--- config.mk ---
export PLATFORM = sky130hd
export DESIGN_NAME = pado_core
export DESIGN_NICKNAME = d
export VERILOG_FILES = /design/src/logic/pado_pkg.sv /design/src/logic/pado_core.sv /design/src/logic/pado_fifo.sv
export VERILOG_INCLUDE_DIRS = /design/src /design/src/logic
export SDC_FILE = /design/constraint.sdc
export NUM_CORES = 1
export LEC_CHECK = 0
export CORE_MARGIN = 1.5
export CORE_UTILIZATION = 50
export DETAILED_ROUTE_END_ITERATION = 8
export DONT_BUFFER_PORTS = 1
export PLACE_DENSITY_LB_ADDON = 0.25
export SLEW_MARGIN = 25
export SYNTH_ARGS = -nofsm -noshare
export SYNTH_HDL_FRONTEND = slang
export SYNTH_HIERARCHICAL = 1
export SYNTH_SLANG_ARGS = --single-unit
export TNS_END_PERCENT = 30
--- constraint.sdc ---
create_clock -name ref_clk -period 4.93 [get_ports ref_clk]
set_input_delay 0.2465 -clock ref_clk [delete_from_list [all_inputs] [get_ports ref_clk]]
set_output_delay 0.2465 -clock ref_clk [all_outputs]
set_load 0.005 [all_outputs]
--- src/logic/pado_defs.svh ---
// Purpose: shared constants of the converter output path
// Assumes: ref_clk is the convert clock
// Notes: residues are signed, 11 fraction bits, 1.0 = 2048
`ifndef PADO_DEFS_SVH
`define PADO_DEFS_SVH
`define PADO_STAGES 9
`define PADO_RES_W 10
`define PADO_IN_W 12
`define PADO_LAT_CYC 5
`define PADO_WAKE_CYC 5
`define PADO_FIFO_DEPTH 16
`define PADO_MID_IN 14'sh0800
`define PADO_ONE 14'sh0800
`define PADO_HALF 14'sh0400
`define PADO_QTR 14'sh0200
`define PADO_MID_CODE 10'h200
`endif

--- src/logic/pado_pkg.sv ---
// Purpose: types and quantizer arithmetic of the output path
// Assumes: constants from pado_defs.svh
// Notes: pado_convert is the whole chain in one call
`include "pado_defs.svh"
package pado_pkg;
  typedef logic signed [13:0] pado_res_t;
  typedef logic [`PADO_RES_W-1:0] pado_word_t;
  typedef struct packed {
    pado_res_t res;
    logic [1:0] code;
  } pado_stage_s;
  typedef enum logic [2:0] {
    PWR_RUN = 3'b001,
    PWR_SLEEP = 3'b010,
    PWR_WAKE = 3'b100
  } pado_pwr_e;

  // redundant stage: code 0..2, residue doubled and re-centred
  function automatic pado_stage_s pado_stage(input pado_res_t v);
    pado_stage_s s;
    s.code = 2'd1;
    s.res = v <<< 1;
    if (v >= `PADO_QTR) begin
      s.code = 2'd2;
      s.res = (v <<< 1) - `PADO_ONE;
    end else if (v < -`PADO_QTR) begin
      s.code = 2'd0;
      s.res = (v <<< 1) + `PADO_ONE;
    end
    return s;
  endfunction

  // final stage is a plain two-bit flash
  function automatic logic [1:0] pado_last(input pado_res_t v);
    if (v < -`PADO_HALF) return 2'd0;
    if (v < 14'sh0000) return 2'd1;
    if (v < `PADO_HALF) return 2'd2;
    return 2'd3;
  endfunction

  function automatic pado_word_t pado_convert(input pado_res_t v);
    pado_stage_s s;
    pado_word_t w;
    s.res = v;
    s.code = 2'd0;
    w = '0;
    for (int k = 0; k < `PADO_STAGES - 1; k++) begin
      s = pado_stage(s.res);
      w = w + pado_word_t'({8'h00, s.code} << (8 - k));
    end
    w = w + pado_word_t'(pado_last(s.res));
    return w;
  endfunction
endpackage

--- src/logic/pado_core.sv ---
// Purpose: digital half of a pipelined 10-bit converter
// Assumes: analogIn is the held sample, on ref_clk
// Notes: pins outEnableN and sleepPin are synchronised
`timescale 1ns/1ps
`default_nettype none
`include "pado_defs.svh"
// Function
// - each sample runs through nine two-bit stages passing residues.
// - every stage converts once per convert clock, one new sample a clock.
// - each stage code but the last is delayed to line up with the last stage's code.
// - aligned codes are merged by redundancy correction into 10 bits.
// - a word appears five clocks after its sample's conversion start.
// - data lines are gated by an active-low output enable input.
// - line 1 carries the top result bit and line 10 the bottom bit.
// - coding is straight offset binary, mid-scale is the top bit alone.
// - data lines float while output enable is high, drive while it is low and sleep is low.
// - a high sleep input powers down and floats the data lines.
// - the seven words after sleep is released are invalid.
module pado_core
  import pado_pkg::*;
#(
  parameter int FIFO_DEPTH = `PADO_FIFO_DEPTH
) (
  input wire logic ref_clk,
  input wire logic reset,
  input wire logic [`PADO_IN_W-1:0] analogIn,
  input wire logic outEnableN,
  input wire logic sleepPin,
  output logic [1:10] dataPin,
  output logic dataPinOe,
  output logic wordValid,
  output logic [`PADO_RES_W-1:0] tapData,
  output logic tapValid,
  input wire logic tapReady,
  output logic tapAccept
);
  if (FIFO_DEPTH < 16) begin : g_bad_fifo
    $error("pado_core needs a tap buffer of at least 16 words");
  end

  // ----------------------------------------
  // pin synchronisers
  // ----------------------------------------
  logic oeMeta_q, oeSync_q, sleepMeta_q, sleepSync_q;
  always_ff @(posedge ref_clk) begin
    if (reset) begin
      oeMeta_q <= 1'b1;
      oeSync_q <= 1'b1;
      sleepMeta_q <= 1'b0;
      sleepSync_q <= 1'b0;
    end else begin
      oeMeta_q <= outEnableN;
      oeSync_q <= oeMeta_q;
      sleepMeta_q <= sleepPin;
      sleepSync_q <= sleepMeta_q;
    end
  end

  // ----------------------------------------
  // power state
  // ----------------------------------------
  pado_pwr_e pwr_q, pwr_d;
  logic [2:0] wakeCnt_q, wakeCnt_d;
  logic convEn;

  always_comb begin
    pwr_d = pwr_q;
    wakeCnt_d = wakeCnt_q;
    case (pwr_q)
      PWR_RUN: begin
        if (sleepSync_q) pwr_d = PWR_SLEEP;
      end
      PWR_SLEEP: begin
        wakeCnt_d = 3'h0;
        if (!sleepSync_q) pwr_d = PWR_WAKE;
      end
      PWR_WAKE: begin
        if (sleepSync_q) begin
          pwr_d = PWR_SLEEP;
        end else if (wakeCnt_q == 3'(`PADO_WAKE_CYC - 1)) begin
          pwr_d = PWR_RUN;
        end else begin
          wakeCnt_d = wakeCnt_q + 3'h1;
        end
      end
      default: pwr_d = PWR_SLEEP;
    endcase
  end

  always_ff @(posedge ref_clk) begin
    if (reset) begin
      pwr_q <= PWR_WAKE;
      wakeCnt_q <= 3'h0;
    end else begin
      pwr_q <= pwr_d;
      wakeCnt_q <= wakeCnt_d;
    end
  end

  // stage clock enable
  // stages only stand still in power-down; stale words are then masked
  assign convEn = pwr_q != PWR_SLEEP;
  assign wordValid = pwr_q == PWR_RUN;

  // ----------------------------------------
  // quantizer chain
  // ----------------------------------------
  pado_res_t hold_q, hold_d;
  pado_res_t res_q [4];
  pado_res_t res_d [4];
  logic [1:0] code [`PADO_STAGES];

  // nine stage chain
  // two stages per clock, both evaluated in the same clock cycle
  always_comb begin
    pado_stage_s a;
    pado_stage_s b;
    a = '0;
    b = '0;
    hold_d = convEn ? $signed({2'b00, analogIn}) - `PADO_MID_IN : hold_q;
    for (int r = 0; r < 4; r++) begin
      a = pado_stage(r == 0 ? hold_q : res_q[r == 0 ? 0 : r - 1]);
      b = pado_stage(a.res);
      code[2 * r] = a.code;
      code[2 * r + 1] = b.code;
      res_d[r] = convEn ? b.res : res_q[r];
    end
    code[8] = pado_last(res_q[3]);
  end

  always_ff @(posedge ref_clk) begin
    if (reset) begin
      hold_q <= '0;
      res_q <= '{default: '0};
    end else begin
      hold_q <= hold_d;
      res_q <= res_d;
    end
  end

  // ----------------------------------------
  // alignment delay lines
  // ----------------------------------------
  logic [1:0] codeAl [`PADO_STAGES];

  for (genvar k = 0; k < `PADO_STAGES; k++) begin : g_dly
    localparam int DEP = 4 - k / 2;
    if (DEP == 0) begin : g_none
      assign codeAl[k] = code[k];
    end else begin : g_line
      logic [1:0] dl_q [DEP];
      logic [1:0] dl_d [DEP];
      always_comb begin
        for (int i = 0; i < DEP; i++) begin
          dl_d[i] = convEn ? (i == 0 ? code[k] : dl_q[i == 0 ? 0 : i - 1])
                           : dl_q[i];
        end
      end
      always_ff @(posedge ref_clk) begin
        if (reset) begin
          dl_q <= '{default: 2'h0};
        end else begin
          dl_q <= dl_d;
        end
      end
      assign codeAl[k] = dl_q[DEP-1];
    end
  end

  // ----------------------------------------
  // correction and output word
  // ----------------------------------------
  pado_word_t word_q, word_d;

  // offset binary sum
  // one-bit overlap between stages absorbs comparator offsets
  always_comb begin
    pado_word_t sum;
    sum = '0;
    for (int k = 0; k < `PADO_STAGES - 1; k++) begin
      sum = sum + pado_word_t'({8'h00, codeAl[k]} << (8 - k));
    end
    sum = sum + pado_word_t'(codeAl[8]);
    word_d = convEn ? sum : word_q;
  end

  always_ff @(posedge ref_clk) begin
    if (reset) begin
      word_q <= '0;
    end else begin
      word_q <= word_d;
    end
  end

  // line 1 is the top bit
  assign dataPin = word_q;
  assign dataPinOe = !oeSync_q && !sleepSync_q;

  // ----------------------------------------
  // capture tap buffer
  // ----------------------------------------
  // a full buffer drops words: the converter itself cannot be stalled
  pado_fifo #(
    .W(`PADO_RES_W),
    .DEPTH(FIFO_DEPTH)
  ) u_tap (
    .ref_clk(ref_clk),
    .reset(reset),
    .inValid(wordValid),
    .inReady(tapAccept),
    .inData(word_q),
    .outValid(tapValid),
    .outReady(tapReady),
    .outData(tapData)
  );

  // ----------------------------------------
  // checks
  // ----------------------------------------
  chk_word_latency: assert property (@(posedge ref_clk) disable iff (reset)
    wordValid |-> word_q == pado_convert($past(hold_q, 5)))
    else $error("word does not match sample of five clocks back");
  chk_mid_code: assert property (@(posedge ref_clk) disable iff (reset)
    wordValid && $past(hold_q, 5) == 14'sh0000 |-> word_q == `PADO_MID_CODE)
    else $error("mid-scale sample not coded as top bit alone");
  chk_neg_full: assert property (@(posedge ref_clk) disable iff (reset)
    wordValid && $past(hold_q, 5) == -`PADO_ONE |-> word_q == 10'h000)
    else $error("negative full scale not coded as zero");
  chk_oe_gate: assert property (@(posedge ref_clk) disable iff (reset)
    $rose(outEnableN) |-> ##[1:3] !dataPinOe)
    else $error("data lines still driven after enable went high");
  chk_oe_drive: assert property (@(posedge ref_clk) disable iff (reset)
    !$past(reset) && !$past(reset, 2)
      |-> dataPinOe == (!$past(outEnableN, 2) && !$past(sleepPin, 2)))
    else $error("data lines not driven while enabled");
  chk_sleep_float: assert property (@(posedge ref_clk) disable iff (reset)
    !$past(reset) && !$past(reset, 2) && $past(sleepPin, 2)
      |-> !dataPinOe ##1 !convEn)
    else $error("lines driven or stages running in power-down");
  chk_wake_gap: assert property (@(posedge ref_clk) disable iff (reset)
    $fell(sleepSync_q) |-> !wordValid [*6])
    else $error("word marked valid too soon after wake");
  chk_bit_order: assert property (@(posedge ref_clk) disable iff (reset)
    wordValid |-> dataPin[1] == ($past(hold_q, 5) >= 14'sh0000))
    else $error("pin order of result bits wrong");
  chk_stage_tick: assert property (@(posedge ref_clk) disable iff (reset)
    convEn |=> hold_q == $signed({2'b00, $past(analogIn)}) - `PADO_MID_IN)
    else $error("sample not taken on a running clock");
  chk_code_align: assert property (@(posedge ref_clk) disable iff (reset)
    convEn [*5] |=> codeAl[0] == $past(code[0], 4))
    else $error("first stage code not delayed four clocks");
  // reference residue of the first stage pair
  pado_stage_s chkOne, chkTwo;
  always_comb begin
    chkOne = pado_stage(hold_q);
    chkTwo = pado_stage(chkOne.res);
  end
  chk_stage_count: assert property (@(posedge ref_clk) disable iff (reset)
    convEn |=> res_q[0] == $past(chkTwo.res)
      && res_q[0] <= `PADO_ONE && res_q[0] >= -`PADO_ONE)
    else $error("stage pair residue wrong");

  cov_wake_run: cover property (@(posedge ref_clk) disable iff (reset)
    pwr_q == PWR_WAKE ##1 pwr_q == PWR_RUN);
  cov_sleep: cover property (@(posedge ref_clk) disable iff (reset)
    pwr_q == PWR_RUN ##1 pwr_q == PWR_SLEEP);
  cov_tap_full: cover property (@(posedge ref_clk) disable iff (reset)
    wordValid && !tapAccept);
endmodule
`default_nettype wire

--- src/logic/pado_fifo.sv ---
// Purpose: word buffer on the capture tap
// Assumes: single clock, synchronous active-high reset
// Notes: DEPTH must be a power of two
`timescale 1ns/1ps
`default_nettype none
module pado_fifo #(
  parameter int W = 10,
  parameter int DEPTH = 16
) (
  input wire logic ref_clk,
  input wire logic reset,
  input wire logic inValid,
  output logic inReady,
  input wire logic [W-1:0] inData,
  output logic outValid,
  input wire logic outReady,
  output logic [W-1:0] outData
);
  localparam int AW = $clog2(DEPTH);
  if (DEPTH < 2 || (DEPTH & (DEPTH - 1)) != 0) begin : g_bad_depth
    $error("pado_fifo depth must be a power of two");
  end

  logic [W-1:0] mem [DEPTH];
  logic [AW-1:0] wrPtr_q, wrPtr_d, rdPtr_q, rdPtr_d;
  logic [AW:0] count_q, count_d;
  logic push, pop;

  assign inReady = count_q != (AW + 1)'(DEPTH);
  assign outValid = count_q != '0;
  assign outData = mem[rdPtr_q];
  assign push = inValid && inReady;
  assign pop = outValid && outReady;

  always_comb begin
    wrPtr_d = push ? wrPtr_q + 1'b1 : wrPtr_q;
    rdPtr_d = pop ? rdPtr_q + 1'b1 : rdPtr_q;
    count_d = count_q;
    if (push && !pop) begin
      count_d = count_q + 1'b1;
    end else if (pop && !push) begin
      count_d = count_q - 1'b1;
    end
  end

  always_ff @(posedge ref_clk) begin
    if (reset) begin
      wrPtr_q <= '0;
      rdPtr_q <= '0;
      count_q <= '0;
    end else begin
      wrPtr_q <= wrPtr_d;
      rdPtr_q <= rdPtr_d;
      count_q <= count_d;
    end
  end

  always_ff @(posedge ref_clk) begin
    if (push) begin
      mem[wrPtr_q] <= inData;
    end
  end
endmodule
`default_nettype wire

After elaboration in Yosys (flattened, before gate mapping)
Memory sizes are Yosys's and may differ from the RTL's. A register that Yosys moved wholly into a read port is not among the register bits. Index checks and enable logic that the tools add are counted.

Memories: 1. Bits in writable memories: 160. Input bits: 17. Flip-flop bits (word level): 143. Word-level logic and storage cells: 152. Output and inout bits: 24.

Magnitude comparators: 19. Add/sub/neg operators: 30. Reductions and logical operators: 14. Eq/ne operators: 11. Mux-type cells: 42.

Memories: u_tap.mem (words 16, width 10, read ports 1, clocked after memory_dff 1, write ports 1, RTL line pado_fifo.sv:24) `logic [W-1:0] mem [DEPTH];`.

Operators by type and width (count): 2-to-1 mux 16 bit (16); adder 14 x 13 -> 14 bit (second input constant) (8); greater-or-equal comparator 14 x 11 -> 1 bit (second input constant) (8); < comparator 14 x 10 -> 1 bit (second input constant) (8); subtractor 14 x 13 -> 14 bit (second input constant) (8); 2-to-1 mux 3 bit (6); < comparator 14 x 1 -> 1 bit (second input constant) (1); < comparator 14 x 11 -> 1 bit (second input constant) (1); < comparator 14 x 12 -> 1 bit (second input constant) (1); subtractor 12 x 12 -> 13 bit (second input constant) (1); 2-to-1 mux 2 bit (6); adder 10 x 2 -> 10 bit (1); adder 10 x 3 -> 10 bit (1); adder 10 x 4 -> 10 bit (1); adder 10 x 5 -> 10 bit (1); adder 10 x 6 -> 10 bit (1); adder 10 x 7 -> 10 bit (1); adder 10 x 8 -> 10 bit (1); adder 10 x 9 -> 10 bit (1); 2-to-1 mux 5 bit (2); case mux 3 bit (3 select lines) (1); adder 4 x 1 -> 4 bit (second input constant) (2); 2-to-1 mux 1 bit (8); 2-to-1 mux 4 bit (2); 16 further kinds (29).

Depth between registers and ports, before layout
Depth after elaboration: 9. Mapped depth: 14. Mapped depth without buffers: 12.

By module
Netlist, hierarchy kept.

By module, submodules not included: pado_fifo (seq. area each 5144.9 sq um, instances 1, area each 6947.9 sq um, cells each 359); pado_core (seq. area each 2001.9 sq um, instances 1, area each 5325.1 sq um, cells each 651).

Least setup slack after synthesis
No wires, ideal clock.

Path type: reg2reg. Start: reg hold_q[11]. End: reg res_q[53] (netlist bit). Setup slack: 2.145 ns. Period minus slack after synthesis: 2.785 ns. Arrival: 2.694 ns. Data required time: 4.839 ns. Path buffers: 1. Library setup time: 0.091 ns. Cell stages (with the launch flop): 13. Cell sequence: dfxtp_1 -> buf_2 -> inv_1 -> ha_1 -> nand2b_2 -> a32oi_2 -> xnor2_1 -> inv_1 -> ha_1 -> and2_1 -> and4_4 -> or3_1 -> a311oi_1.

Cells in the longest elaborated chain, start to end: 6. Elaborated cells on any way between the ends: 12. Those cells by class: add/sub (4); order compare (4); mux (4).

Ends and longest elaborated chain: start: declaration (RTL line pado_core.sv:108) `pado_res_t hold_q, hold_d;`; start signal: assignment (RTL line pado_core.sv:136) `hold_q <= hold_d;`; < comparator 14 x 10 -> 1 bit (no source line) or adder 14 x 13 -> 14 bit (tied branches); 2-to-1 mux 16 bit; 2-to-1 mux 16 bit *; adder 14 x 13 -> 14 bit (no source line) or < comparator 14 x 10 -> 1 bit (tied branches); 2-to-1 mux 16 bit (RTL line pado_pkg.sv:26) `` end else if (v < -`PADO_QTR) begin ``; 2-to-1 mux 16 bit * (RTL line pado_pkg.sv:23) `` if (v >= `PADO_QTR) begin ``; end signal: assignment (RTL line pado_core.sv:137) `res_q <= res_d;`; end: declaration (RTL line pado_core.sv:109) `pado_res_t res_q [4];`.

Mark *: on every way between the ends. The rest lies on a longest branch, timed or not. A chain may end at the register's enable or synchronous reset.

Worst setup path after layout
Ends and elaborated chain as after synthesis.

==> summary.txt <==
Run status
  – Status: finished clean

Clock network
  – Clock slew at reported path FFs: roughly 0.060 ns
  – Num CTS Buffers: 29
  – CTS root buf: clkbuf_16
  – H-tree depth: 1
  – CTS Hold Bufs: 17
  – Post-CTS Setup Inserts: 0
  – Resize count post-CTS: 0
  – Worst-Skew Late Latency: around 0.55 ns
  – TritonCTS clock tree: done
  – Max Root-Sink Buffers: 3
  – Sink Count: about 280

Drt
  – Routed vias: 7,598
  – Residual DRC count: 0
  – Vias/cell: 5.62
  – Detailed-router iteration count before antenna repair: 4
  – 1st-iter DRT viols: 491
  – Antenna Violating Nets Remaining: 0
  – WL final: ~23 mm
  – WL/cell: 17.3 um

Yosys
  – Most common library cells after synthesis: edfxtp_1, nand2_1, dfxtp_1, a21oi_1, nor2_1
  – Register bit total from synthesis: around 280
  – Post-synthesis cell area: ~12,000 um2
  – Post-synthesis sequential area ratio: 0.582
  – Biggest area consumer among synthesized cells: edfxtp_1
  – Most numerous cell in the Yosys netlist: edfxtp_1
  – Mapped Nets: 1,066
  – Synth Warn #: 6
  – Post-synth EDFFs: 160
  – Largest cells by area after synthesis: edfxtp_1, dfxtp_1, mux4_2
  – Cells after Synth: between 1,000 and 1,500
  – Ys flop type: edfxtp_1
  – Yosys cell types: between 80 and 90
  – Top cell type's share of synthesized area: 0.391
  – Syn avg cell area: between 10 and 15 um2
  – Share of flip-flops with an asynchronous set or reset: 0

STA
  – WHS: roughly 0.028 ns
  – # setup viols final: 0
  – Slew @ Worst Pin: between 1 and 1.5 ns
  – Fin crit period: between 3 and 4 ns
  – Part of the cycle the worst path needs: 0.644
  – Worst Clk Skew: about 0.0066 ns
  – RSZ-0062 raised after global routing: no
  – Fin. Hold Viols: 0
  – Rel. slew slack: 0.327
  – Slew Limit Fails: 0
  – Max Clk Rate: between 300 and 400 MHz
  – Total negative setup slack: 0 ns

Power and ir drop
  – Overall Power: approximately 0.0066 W
  – Leak: approximately 4.7 nW
  – Internal power: 0.00463 W
  – Sw Ratio: 0.303
  – Comb pwr share: 0.231
  – Switching power: around 0.0020 W
  – P per Cell Area: 489 nW/um2
  – Power share of the sequential group: 0.464
  – Max VDD drop: between 300 and 400 uV
  – Share of power burned in the clock network: 0.305

Global route
  – Grt total ovfl: 0
  – Vias in the first global route: 7,521
  – First-pass GRT wire length: 38.8 mm
  – Largest net degree at the start of global routing: roughly 120
  – Initial antenna violation count: 0
  – GRT Overall Usage: 0.188

Min path
  – Worst hold path class: in -> reg

Floorplan
  – Core Area: between 20,000 and 25,000 um2
  – Full die area: between 20,000 and 30,000 um2
  – # rows: 57
  – I/O pin count: 41
  – Initial core utilization: 0.508
  – DIE HEIGHT: around 160 um
  – Die width: 160 um

Placed design
  – Detailed placement HPWL: approximately 14 mm
  – Placed inst area: roughly 12,000 um2
  – Routability Congestion: 0.818
  – Count of input and output buffers: 0
  – Placed Cells: 1,281

Setup path
  – Critical path required time: 5.38 ns
  – Worst Path Arrival: roughly 3.6 ns
  – Crit Path Category: reg -> reg
  – Crit end category: register
  – CP max FO: 12
  – Crit path launch type: register

Run
  – Max cap viols: 0

Layout
  – Fin cells: 1,352
  – Layout cell share with drive strength beyond 1: 0.138
  – Area Growth Syn to Fin: 10.5%
  – Net count, final: between 1,000 and 1,500
  – Finished Cell Area: approximately 14,000 um2
  – Antenna diode count: 0
## registers in the layout (all words and copies together), names as in the netlist, named ones only
signal,cells
u_tap/mem,160
g_dly.g_line.dl_q,28
res_q,28
codeAl,12
hold_q,12
dataPin,10
u_tap/count_q,5
u_tap/rdPtr_q,4
u_tap/wrPtr_q,4
pwr_q,3
wakeCnt_q,3
oeMeta_q,1
oeSync_q,1
sleepMeta_q,1
sleepSync_q,1
## worst paths after layout
| path | from | endpoint | slack (ns) | depth (start not counted) |
|---|---|---|---|---|
| max | hold_q[11] | res_q[53] | 1.75 | 11 |
| min | reset | res_q[11] | 0.03 | 2 |
| max reg2reg | hold_q[11] | res_q[53] | 1.75 | 11 |
| min reg2reg | oeMeta_q | oeSync_q | 0.41 | 1 |
## cell families (layout without fill, tap and decap cells)
group | after synthesis | after routing | synth area share
simple gates | 330 | 330 | 0.133
flops | 277 | 277 | 0.582
compound gates | 190 | 190 | 0.103
buf+inv | 92 | 110 | 0.0332
mux | 57 | 57 | 0.0894
fa+ha+maj | 39 | 39 | 0.0410
xor+xnor | 25 | 25 | 0.0178
## routing by layer
layer	GRT usage	wire length, um	share of wire	up-vias
li1	-	-	-	3713
met1	0.241	10300	0.44	3719
met4	0.0412	432	0.018	0
met3	0.0278	905	0.039	35
met2	0.337	11800	0.50	131
met5	0	0	0	-
## cells in the final DEF, fill, tap and decap left out, types with 5 or more instances in the layout
| cell type | Yosys | layout |
|---|---|---|
| clkinv_2 | 0 | 5 |
| nand4_1 | 7 | 7 |
| o21bai_1 | 8 | 8 |
| clkbuf_1 | 39 | 10 |
| nor2_1 | 60 | 59 |
| dfxtp_1 | 117 | 116 |
| buf_4 | 5 | 9 |
| and2_1 | 8 | 8 |
| inv_1 | 29 | 29 |
| nand3_1 | 8 | 8 |
| mux2i_1 | 11 | 11 |
| xnor2_1 | 16 | 16 |
| nor3b_1 | 9 | 8 |
| xor2_1 | 9 | 9 |
| nor4_1 | 9 | 5 |
| nor3_1 | 14 | 14 |
| nor2b_1 | 9 | 9 |
| a22oi_1 | 20 | 20 |
| clkbuf_16 | 0 | 29 |
| nand3b_1 | 11 | 11 |
| or3_1 | 8 | 8 |
| nand2_1 | 152 | 152 |
| a21oi_1 | 88 | 88 |
| mux4_2 | 40 | 40 |
| ha_1 | 37 | 37 |
| a211oi_1 | 10 | 10 |
| o21ai_0 | 11 | 11 |
| edfxtp_1 | 160 | 160 |
| dlygate4sd3_1 | 0 | 16 |
| nor4_2 | 2 | 6 |
## final cells by class
type | instances | area, um2
fillers | 1998 | 10600
flip-flops and latches | 277 | 7150
multi-input cells | 641 | 4750
clock buffers | 39 | 763
well taps | 324 | 405
repair buffers | 26 | 255
clock inverters | 15 | 123
inverters | 30 | 113
## critical path, stage by stage (launching register included)
cell and delay, ns:
dfxtp_1 0.56, inv_1 0.15, ha_1 0.26, nand2b_2 0.23
a32oi_2 0.34, xnor2_1 0.24, inv_1 0.11, ha_1 0.22
and2_1 0.17, and4_4 0.19, or3_1 0.34, a311oi_1 0.27
## power groups by stage
stage	Clock, W	Sequential (W)	Combinational, W
2_1_floorplan	0	0.00294	0.00138
3_3_place_gp	0	0.00313	0.00148
3_5_place_dp	0	0.00314	0.00151
4_1_cts	0.00208	0.00309	0.00154
5_1_grt	0.00217	0.00313	0.00171
6_report	0.00203	0.00308	0.00153
## through the flow
stage / util / setup WS, ns
global route: 0.561 / 1.48
CTS: 0.561 / 1.74
global placement: 0.516 / 1.97
detailed placement: 0.516 / 1.83
floorplan: - / 2.14
finish: 0.561 / 1.75
No activity file was read; power rests on OpenSTA's default activity.
